## src/hdl/cmd_interp_regs.svh

```systemverilog
/*
  Register offsets, field positions, reset values and command codes of the
  remote-register command interpreter. Assumes byte addresses on a 32-bit
  AHB-Lite bus with one aligned word per register.
*/
`ifndef CMD_INTERP_REGS_SVH
`define CMD_INTERP_REGS_SVH

`define OFS_REQ_ADDR 8'h00
`define OFS_CMD_WORD 8'h04
`define OFS_REQ_DATA 8'h08
`define OFS_IO_IN 8'h0c
`define OFS_RSP_ADDR 8'h10
`define OFS_RSP_CMD 8'h14
`define OFS_RSP_DATA 8'h18
`define OFS_STATUS 8'h1c
`define OFS_NV_CMD 8'h20
`define OFS_WORK_BASE 8'h40
`define OFS_NV_BASE 8'h60

`define RST_HALF 16'h0000
`define RST_WORD 32'h0000_0000

`define EXEC_BIT 14
`define CODE_MON_ALARM 14'h2040
`define CODE_WR_TRAVEL 14'h1200
`define CODE_WR_MASK 14'h3ff8

`define RSP_ACK_BIT 14
`define RSP_ERR_BIT 15
`define ST_ACK_BIT 0
`define ST_MON_BIT 1
`define ST_ERR_BIT 2

`define IO_SEL_LSB 0
`define IO_START 3
`define IO_HOME 4
`define IO_STOP 5
`define IO_FREE 6
`define IO_ALM_CLR 7
`define IO_DSEL_LSB 8
`define IO_SEQUENTIAL_START 11
`define IO_JOG_P 12
`define IO_JOG_M 13
`define IO_FWD 14
`define IO_RVS 15

`define HSIZE_WORD 3'b010

`endif

```

## src/hdl/cmd_interp_pkg.sv

```systemverilog
/*
  Types shared by the command interpreter: its state encoding and the
  motion control bundle. Assumes the register header is included alongside.
*/
package cmd_interp_pkg;

  typedef enum logic [3:0] {
    st_idle = 4'b0001,
    st_write = 4'b0010,
    st_mon = 4'b0100,
    st_hold = 4'b1000
  } state_t;

  typedef struct packed {
    logic start;
    logic [2:0] data_select;
    logic [31:0] travel;
    logic home;
    logic stop;
    logic free;
    logic alarm_clear;
    logic [2:0] direct_select;
    logic sequential_start;
    logic jog_plus;
    logic jog_minus;
    logic forward_run;
    logic reverse_run;
  } motion_t;

endpackage

```

## src/hdl/cmd_interp.sv

```systemverilog
/*
  Remote-register command interpreter of a motor drive with its AHB-Lite
  register slave, working and non-volatile operation data, monitor logic
  and remote input word decode. Assumes one clock, synchronous inputs and
  a single AHB-Lite master.
*/
// How it works
// - Command word holds code plus execute flag 4000h; one write selects and fires.
// - Request holds address number, command word and data value in fixed slots.
// - Finished parameter write sets the write-done acknowledge.
// - Executed writes go to working storage; batch command copies to non-volatile.
// - Remote input word bits map to select, start, home, stop, jog and run.
// - Input word 9h starts positioning with the entry chosen by select bits.
// - Monitor keeps sampling its item while the execute flag stays on and the request address still matches the node.
// - Response carries sampled value plus echoed address, command and status.
// - One monitor at a time; host changes address between monitors.
// - Code 2040h monitors the present alarm of the addressed axis.
// - Code 1201h writes travel amount of operation entry 1.
`include "cmd_interp_regs.svh"

module cmd_interp (
  // Clock and reset
  input wire logic mclk,
  input wire logic srst,
  // AHB-Lite slave
  input wire logic hsel,
  input wire logic [31:0] haddr,
  input wire logic [1:0] htrans,
  input wire logic hwrite,
  input wire logic [2:0] hsize,
  input wire logic [31:0] hwdata,
  input wire logic hready,
  output logic hreadyout,
  output logic hresp,
  output logic [31:0] hrdata,
  // Drive side
  input wire logic [15:0] node_addr,
  input wire logic [7:0] alarm_code,
  output cmd_interp_pkg::motion_t motion
);
  import cmd_interp_pkg::*;

  logic [15:0] req_addr_q;
  logic [15:0] cmd_q;
  logic [31:0] req_data_q;
  logic [15:0] io_q;
  logic [15:0] io_prev_q;
  logic [7:0] a_q;
  logic hi_ok_q;
  logic wr_pend_q;
  logic [1:0] rd_ph_q;
  logic [31:0] hrdata_q;
  logic flag_prev_q;
  logic ack_q;
  logic err_q;
  logic nv_go_q;
  logic [15:0] rsp_addr_q;
  logic [13:0] rsp_code_q;
  logic [31:0] rsp_data_q;
  logic [7:0][31:0] work_q;
  logic [7:0][31:0] nv_q;
  state_t state_q;
  motion_t motion_q;
  logic acc;
  logic bus_wr;
  logic exec_on;
  logic flag_rise;
  logic [13:0] code;
  logic [2:0] wr_idx;

  function automatic logic in_bank(input logic [7:0] a,
                                   input logic [7:0] base);
    in_bank = (a[7:5] == base[7:5]);
  endfunction

  function automatic logic is_wr_code(input logic [13:0] c);
    is_wr_code = ((c & `CODE_WR_MASK) == `CODE_WR_TRAVEL);
  endfunction

  assign acc = hsel && htrans[1] && hready;
  assign bus_wr = wr_pend_q && hi_ok_q;
  // A read takes one wait state so that a write just before it is visible.
  assign hreadyout = (rd_ph_q != 2'd1);
  assign hresp = 1'b0;
  assign hrdata = hrdata_q;
  assign motion = motion_q;

  assign code = cmd_q[13:0];
  assign exec_on = cmd_q[`EXEC_BIT];
  assign flag_rise = exec_on && !flag_prev_q && (req_addr_q == node_addr);
  assign wr_idx = code[2:0];

  always_ff @(posedge mclk) begin
    if (srst) begin
      a_q <= 8'h00;
      hi_ok_q <= 1'b0;
      wr_pend_q <= 1'b0;
      rd_ph_q <= 2'd0;
    end else if (acc) begin
      a_q <= haddr[7:0];
      hi_ok_q <= (haddr[31:8] == 24'h00_0000) && (hsize == `HSIZE_WORD);
      wr_pend_q <= hwrite;
      rd_ph_q <= hwrite ? 2'd0 : 2'd1;
    end else begin
      wr_pend_q <= 1'b0;
      rd_ph_q <= (rd_ph_q == 2'd1) ? 2'd2 : 2'd0;
    end
  end

  always_ff @(posedge mclk) begin
    if (srst) begin
      hrdata_q <= `RST_WORD;
    end else if (rd_ph_q == 2'd1) begin
      if (!hi_ok_q) begin
        hrdata_q <= `RST_WORD;
      end else if (in_bank(a_q, `OFS_WORK_BASE)) begin
        hrdata_q <= work_q[a_q[4:2]];
      end else if (in_bank(a_q, `OFS_NV_BASE)) begin
        hrdata_q <= nv_q[a_q[4:2]];
      end else begin
        case (a_q)
          `OFS_REQ_ADDR: hrdata_q <= {16'h0000, req_addr_q};
          `OFS_CMD_WORD: hrdata_q <= {16'h0000, cmd_q};
          `OFS_REQ_DATA: hrdata_q <= req_data_q;
          `OFS_IO_IN: hrdata_q <= {16'h0000, io_q};
          `OFS_RSP_ADDR: hrdata_q <= {16'h0000, rsp_addr_q};
          `OFS_RSP_CMD: hrdata_q <= {16'h0000, err_q,
                                     ack_q || (state_q == st_mon),
                                     rsp_code_q};
          `OFS_RSP_DATA: hrdata_q <= rsp_data_q;
          `OFS_STATUS: hrdata_q <= {29'h0, err_q,
                                    state_q == st_mon, ack_q};
          default: hrdata_q <= `RST_WORD;
        endcase
      end
    end
  end

  always_ff @(posedge mclk) begin
    if (srst) begin
      req_addr_q <= `RST_HALF;
      cmd_q <= `RST_HALF;
      req_data_q <= `RST_WORD;
      io_q <= `RST_HALF;
    end else if (bus_wr) begin
      case (a_q)
        `OFS_REQ_ADDR: req_addr_q <= hwdata[15:0];
        `OFS_CMD_WORD: cmd_q <= hwdata[15:0];
        `OFS_REQ_DATA: req_data_q <= hwdata;
        `OFS_IO_IN: io_q <= hwdata[15:0];
        default: ;
      endcase
    end
  end

  always_ff @(posedge mclk) begin
    if (srst) begin
      nv_go_q <= 1'b0;
    end else begin
      nv_go_q <= bus_wr && (a_q == `OFS_NV_CMD) && hwdata[0];
    end
  end

  always_ff @(posedge mclk) begin
    if (srst) begin
      flag_prev_q <= 1'b0;
    end else begin
      flag_prev_q <= exec_on;
    end
  end

  always_ff @(posedge mclk) begin
    if (srst) begin
      state_q <= st_idle;
    end else begin
      case (state_q)
        st_idle: begin
          if (flag_rise && is_wr_code(code)) begin
            state_q <= st_write;
          end else if (flag_rise && code == `CODE_MON_ALARM) begin
            state_q <= st_mon;
          end else if (flag_rise) begin
            state_q <= st_hold;
          end
        end
        st_write: state_q <= st_hold;
        st_mon: if (!exec_on || req_addr_q != node_addr) begin
          state_q <= st_idle;
        end
        st_hold: if (!exec_on) begin
          state_q <= st_idle;
        end
        default: state_q <= st_idle;
      endcase
    end
  end

  always_ff @(posedge mclk) begin
    if (srst) begin
      ack_q <= 1'b0;
    end else if (state_q == st_write) begin
      ack_q <= 1'b1;
    end else if (!exec_on) begin
      ack_q <= 1'b0;
    end
  end

  // Unknown codes are flagged until the host drops the execute flag.
  always_ff @(posedge mclk) begin
    if (srst) begin
      err_q <= 1'b0;
    end else if (state_q == st_idle && flag_rise && !is_wr_code(code) &&
                 code != `CODE_MON_ALARM) begin
      err_q <= 1'b1;
    end else if (!exec_on) begin
      err_q <= 1'b0;
    end
  end

  always_ff @(posedge mclk) begin
    if (srst) begin
      rsp_addr_q <= `RST_HALF;
      rsp_code_q <= 14'h0000;
    end else if (flag_rise) begin
      rsp_addr_q <= req_addr_q;
      rsp_code_q <= code;
    end
  end

  always_ff @(posedge mclk) begin
    if (srst) begin
      rsp_data_q <= `RST_WORD;
    end else if (state_q == st_mon && exec_on) begin
      rsp_data_q <= {24'h00_0000, alarm_code};
    end
  end

  genvar gi;
  generate
    for (gi = 0; gi < 8; gi++) begin : g_entry
      always_ff @(posedge mclk) begin
        if (srst) begin
          work_q[gi] <= `RST_WORD;
        end else if (state_q == st_write && wr_idx == 3'(gi)) begin
          work_q[gi] <= req_data_q;
        end
      end
      always_ff @(posedge mclk) begin
        if (srst) begin
          nv_q[gi] <= `RST_WORD;
        end else if (nv_go_q) begin
          nv_q[gi] <= work_q[gi];
        end
      end
    end
  endgenerate

  always_ff @(posedge mclk) begin
    if (srst) begin
      io_prev_q <= `RST_HALF;
    end else begin
      io_prev_q <= io_q;
    end
  end

  always_ff @(posedge mclk) begin
    if (srst) begin
      motion_q <= '0;
    end else begin
      motion_q.start <= io_q[`IO_START] && !io_prev_q[`IO_START];
      if (io_q[`IO_START] && !io_prev_q[`IO_START]) begin
        motion_q.data_select <= io_q[`IO_SEL_LSB +: 3];
        motion_q.travel <= work_q[io_q[`IO_SEL_LSB +: 3]];
      end
      motion_q.home <= io_q[`IO_HOME];
      motion_q.stop <= io_q[`IO_STOP];
      motion_q.free <= io_q[`IO_FREE];
      motion_q.alarm_clear <= io_q[`IO_ALM_CLR];
      motion_q.direct_select <= io_q[`IO_DSEL_LSB +: 3];
      motion_q.sequential_start <= io_q[`IO_SEQUENTIAL_START];
      motion_q.jog_plus <= io_q[`IO_JOG_P];
      motion_q.jog_minus <= io_q[`IO_JOG_M];
      motion_q.forward_run <= io_q[`IO_FWD];
      motion_q.reverse_run <= io_q[`IO_RVS];
    end
  end
endmodule // cmd_interp

```

## config.mk

```make
export PLATFORM = sky130hd
export DESIGN_NAME = cmd_interp
export DESIGN_NICKNAME = d
export VERILOG_FILES = /design/src/hdl/cmd_interp_pkg.sv /design/src/hdl/cmd_interp.sv
export VERILOG_INCLUDE_DIRS = /design/src /design/src/hdl
export SDC_FILE = /design/constraint.sdc
export NUM_CORES = 2
export LEC_CHECK = 0
export ABC_AREA = 1
export BUFFER_PORTS_ARGS = -buffer_cell sky130_fd_sc_hd__buf_2
export CORE_MARGIN = 2
export CORE_UTILIZATION = 55
export CTS_CLUSTER_SIZE = 30
export DETAILED_ROUTE_END_ITERATION = 8
export PLACE_DENSITY = 0.73
export SYNTH_ARGS = -nofsm -noshare
export SYNTH_HDL_FRONTEND = slang
export SYNTH_SLANG_ARGS = --single-unit
```

## constraint.sdc

```tcl
create_clock -name mclk -period 3.35 [get_ports mclk]
set_input_delay 0.335 -clock mclk [delete_from_list [all_inputs] [get_ports mclk]]
set_output_delay 0.335 -clock mclk [all_outputs]
set_load 0.01 [all_outputs]
```

==> Yosys cells after proc, flatten, opt, wreduce, memory -nomap -nowiden <==
Cells that the tools add are included.
{ "totals": {"elab_cells": 144, "input_bits": 98, "regBits": 734} }
{ "classes": {"bitwise": 1, "n_reduce_logical": 38, "mux": 22, "order_cmp": 2, "eq_ne": 34} }
{ "ops": {"columns": ["op", "count"], "rows": [
  ["32-bit binary-select mux with 3-bit select", 3],
  ["32-bit case mux with 8 select lines", 1],
  ["32-bit two-way mux", 6],
  ["8-bit by 5-bit == test with 1-bit output, second input constant", 4],
  ["24-bit zero test", 1],
  ["1-bit logical AND", 23],
  ["4-bit two-way mux", 5],
  ["16-bit == test", 1],
  ["8-bit by 4-bit == test with 1-bit output, second input constant", 2],
  ["16-bit inequality test", 1],
  ["4-bit case mux with 4 select lines", 1],
  ["3-bit by 2-bit == test with 1-bit output, second input constant", 5],
  ["14-bit == test, second input constant", 1],
  ["14-bit inequality test, second input constant", 1],
  ["3-bit == test, second input constant", 4],
  ["11-bit by 10-bit == test with 1-bit output, second input constant", 1],
  ["8-bit by 3-bit == test with 1-bit output, second input constant", 1],
  ["8-bit by 6-bit == test with 1-bit output, second input constant", 1],
  ["8-bit zero test", 1],
  ["3-bit by 4-bit less-than comparator with 1-bit output, second input constant", 2],
  ["2-bit AND reduction", 4],
  ["2-bit by 1-bit inequality test with 1-bit output, second input constant", 3],
  ["4-bit by 1-bit == test with 1-bit output, second input constant", 1],
  ["4-bit by 2-bit == test with 1-bit output, second input constant", 1],
  ["14 further kinds", 23]
]} }

==> Longest topological paths before layout <==
{ "depth": {"word_depth": 7, "mapped_depth": 14, "ltp_nobuf": 13} }

==> Worst setup path after synthesis <==
Ideal clock, no wire load.
{ "synth_path": {"kind": "register to register", "startpoint": "reg a_q[3]", "endpoint": "reg cmd_q[14]", "setup_slack_ns": 1.773, "arrival_time_ns": 1.457, "stages_incl_launch_ff": 11, "required_ns": 3.230, "setup_ns": 0.120, "synth_period_minus_slack_ns": 1.577, "cell_sequence": "dfxtp_1 buf_6 inv_2 nand2_2 nor2_2 nand2_2 nor2_2 inv_2 buf_2 o21ai_0 a21oi_1"} }
{ "synth_via": {"elab_chain_len": 2} }
{ "synth_lines": {"columns": ["item", "line_no", "text"], "rows": [
  ["start, declared", "cmd_interp.sv:48", "logic [7:0] a_q;"],
  ["start signal, assigned", "cmd_interp.sv:100", "a_q <= haddr[7:0];"],
  ["8-bit by 3-bit == test with 1-bit output", "cmd_interp.sv:146", "case (a_q)"],
  ["2-bit AND reduction (no line)", null, null],
  ["end signal, assigned", "cmd_interp.sv:142", "cmd_q <= `RST_HALF;"],
  ["end signal, assigned", "cmd_interp.sv:148", "`OFS_CMD_WORD: cmd_q <= hwdata[15:0];"],
  ["end, declared", "cmd_interp.sv:44", "logic [15:0] cmd_q;"]
]} }
Every way passes these cells.
A chain may end at the register's enable or synchronous reset.

==> Final worst setup path <==
{ "layout_path": {"startpoint": "reg state_q[3]", "endpoint": "reg work_q[38] in the netlist's numbering"} }
{ "layout_via": {"elab_chain_len": 2} }
{ "layout_lines": {"columns": ["item", "line_no", "text"], "rows": [
  ["start, declared", "cmd_interp.sv:62", "state_t state_q;"],
  ["start signal, assigned", "cmd_interp.sv:174", "state_q <= st_idle;"],
  ["start signal, assigned", "cmd_interp.sv:179", "state_q <= st_write;"],
  ["start signal, assigned", "cmd_interp.sv:181", "state_q <= st_mon;"],
  ["4-bit by 2-bit == test with 1-bit output", "cmd_interp.sv:244", "end else if (state_q == st_write && wr_idx == 3'(gi)) begin"],
  ["1-bit logical AND", "cmd_interp.sv:244", null],
  ["end signal, assigned by index", "cmd_interp.sv:243", "work_q[gi] <= `RST_WORD;"],
  ["end signal, assigned by index", "cmd_interp.sv:245", "work_q[gi] <= req_data_q;"],
  ["end, declared", "cmd_interp.sv:60", "logic [7:0][31:0] work_q;"]
]} }
Every way passes these cells.

==> impl_metrics.yaml <==
clock_tree:
  cts_made_buffers: 76
  cts_resized: 0
  numClockSinks: 731
  cts_buffer_depth: 3
  clock_latency_ns: 0.63
  htreeDepth: 3
  cts-root-buf: "clkbuf_16"
  post-cts-setup-buffers: 0
  cts_tree: "done"
  clk_pin_slew_worst_paths_ns: 0.07
power:
  ir_worst_vdd_mv: 0.581
  power.density_nw_per_um2: 494
  p_leak_nw: 15.2
global_route:
  grt_max_degree: 146
  grt_util_all_layers: 0.374
  antenna_found_initial: 1
  grt_pass1_wl_um: 176000
  grt_overflow: 0
  grt_pass1_vias: 29600
yosys:
  synthFlopType: "dfxtp_1"
  yosysMostFrequentCell: "o21ai_0"
  syn-num-nets: 4719
  synth_edf_count: 0
  yosys_warnings: 0
  async_flop_share: 0
  ys_seq_elements: 731
  netlist_instances: 4621
  synth_seq_area_share: 0.451
  synthesis.area_sq_um: 32400
  synth_area_leader_cell: "dfxtp_1"
  synth_top_area_frac: 0.451
  syn_area_per_cell_sq_um: 7.02
  synth.top_cells.by_area: "dfxtp_1 (45%), o21ai_0 (12%), a21oi_1 (10%)"
  synth_cell_types: 42
  synth_common_cells: "o21ai_0 (797), dfxtp_1 (731), nor2_1 (697)"
setup_path:
  cp_max_fo: 21
  r2r-end: "work_q[38]"
  end_kind: "register"
  worst-r2r-setup-slack_ns: 0.56
  critPathKind: "reg -> reg"
  critPathLaunchType: "register"
  required_ns: 3.82
  cp.arrival_ns: 3.25
  r2r_cells: 9
  timing.rr.start: "state_q[3]"
route:
  ant_nets: 0
  wl_um: 117000
  vias: 33000
  firstDrtPassIters: 9
  viasPerCell: 6.04
  wl_per_cell_um: 21.5
  dr.first_iter.drc_count: 4312
  drcViolationCount: 0
final_layout:
  nNetsFinal: 4741
  synthToLayoutAreaGrowth_pct: 12.3
  drive_gt1_frac: 0.0967
  final_area_sq_um: 36400
floorplan:
  core_area_sq_um: 58700
  fp.dieW_um: 247
  die_h_um: 247
  pin_count: 180
  dieArea_sq_um: 60900
  fp-row-count: 89
  initial_core_util: 0.553
timing:
  period_needed_ns: 2.79
  maxSlewHeadroom: 0.281
  maxSlewViolCount: 0
  rsz0062_at_grt: "no"
  timing.fmax_mhz: 359
  finClkSkew_ns: 0.0262
  finalHoldViolations: 0
  fin_tns_setup_ns: 0
  tightest_slew_ns: 1.08
  final.period_utilization: 0.831
  setup_viol_count_final: 0
placed_design:
  placed_cell_area_sq_um: 33700
  finalWeightedCongestion: 0.957
  port_buffers: 177
  place_hpwl_um: 71300
worst_hold_path:
  hold_path.class: "in -> reg"
  min_from: "hwdata[13]"
  min_to: "cmd_q[13]"
  holdPathStages: 3
flow_run:
  drv_cap: 0
status:
  status: "completed"
-- layer usage --
metal  wire, um  vias to the layer above  track usage
li1           -                    15500            -
met1      46700                    15200        0.507
met2      50500                     1988        0.570
met3      13700                      389       0.0738
met4       6560                        0        0.186
met5          0                        -            0
-- cell families (layout without fill, tap and decap cells) --
kind of cell,count (synthesis),count (layout),share of synthesized area
simple gates,1543,1543,0.198
flops,731,731,0.451
xor+xnor,1,1,0.000270
buf+inv,742,818,0.0925
compound gates,1603,1603,0.257
other cells,1,2,0.000116
-- registers in the layout (all words and copies together), names as in the netlist --
signal / count
req_addr_q: 16
ack_q: 1
rd_ph_q: 2
motion: 48
nv_go_q: 1
io_q: 16
req_data_q: 32
state_q: 4
flag_prev_q: 1
rsp_addr_q: 16
nv_q: 256
io_prev_q: 1
rsp_code_q: 14
rsp_data_q: 8
wr_pend_q: 1
err_q: 1
hrdata: 32
a_q: 8
cmd_q: 16
hi_ok_q: 1
work_q: 256
-- worst max-delay path, stage by stage, from the launching register on --
cell and delay, ns:
dfxtp_1 0.32, nor2_1 0.14, nand3_1 0.22, inv_2 0.15
nand2_2 0.38, nor2_4 0.18, buf_4 0.28, inv_1 0.52
o21ai_0 0.35, a21oi_1 0.06
-- cell usage in the layout (no fill, tap or decap), drive strengths merged, types with 54 or more instances in the layout --
master / netlist / layout
buf: 122 / 275
inv: 361 / 363
o21ai: 802 / 802
nand2: 523 / 523
nand4: 54 / 54
clkbuf: 236 / 115
nor2: 713 / 713
nand3: 204 / 204
a21oi: 675 / 675
dfxtp: 731 / 731
-- where the power goes --
group / internal (W) / switching, W / total [W]
clock: 0.00484 / 0.00357 / 0.00841
combinational: 0.000258 / 0.000600 / 0.000858
sequential: 0.00871 / 0.0000146 / 0.00872
-- worst max path at each step --
stage / to / depth (start not counted) / start / slack (ns)
after global routing: work_q[35] / 9 / state_q[3] / 0.44
final: work_q[38] / 9 / state_q[3] / 0.56
after global placement: work_q[38] / 9 / state_q[3] / 0.77
after detailed placement: work_q[38] / 9 / state_q[3] / 0.71
after floorplan: cmd_q[14] / 10 / a_q[3] / 1.77
after CTS: work_q[38] / 9 / state_q[3] / 0.68
-- repair_timing --
item / CTS / global route
endpoints found under the setup margin: 0 / 0
endpoints found under the hold margin: 27 / 0
hold buffers: 27 / 0
-- per-stage QoR --
stage / setup WS, ns / total power (W) / util / std cells / hold slack (ns)
final: 0.565 / 0.0180 / 0.620 / 5471 / 0.0114
after global routing: 0.440 / 0.0184 / 0.620 / 5470 / 0.0200
after CTS: 0.684 / 0.0180 / 0.620 / 5470 / 0.00231
after detailed placement: 0.705 / 0.00971 / 0.574 / 5311 / 0.448
after global placement: 0.773 / 0.00971 / 0.574 / 5311 / 0.447
after floorplan: 1.77 / 0.00942 / - / 4621 / 0.407
-- final cells by class --
class | instances | area [sq um]
diodes | 1 | 2.50
clock buffers | 115 | 2280
clock inverters | 17 | 144
fillers | 5403 | 22300
inverters | 384 | 1450
multi-input cells | 3148 | 14900
flip-flops and latches | 731 | 14600
well taps | 773 | 967
repair buffers | 302 | 2040
No activity file was read; power rests on OpenSTA's default activity.
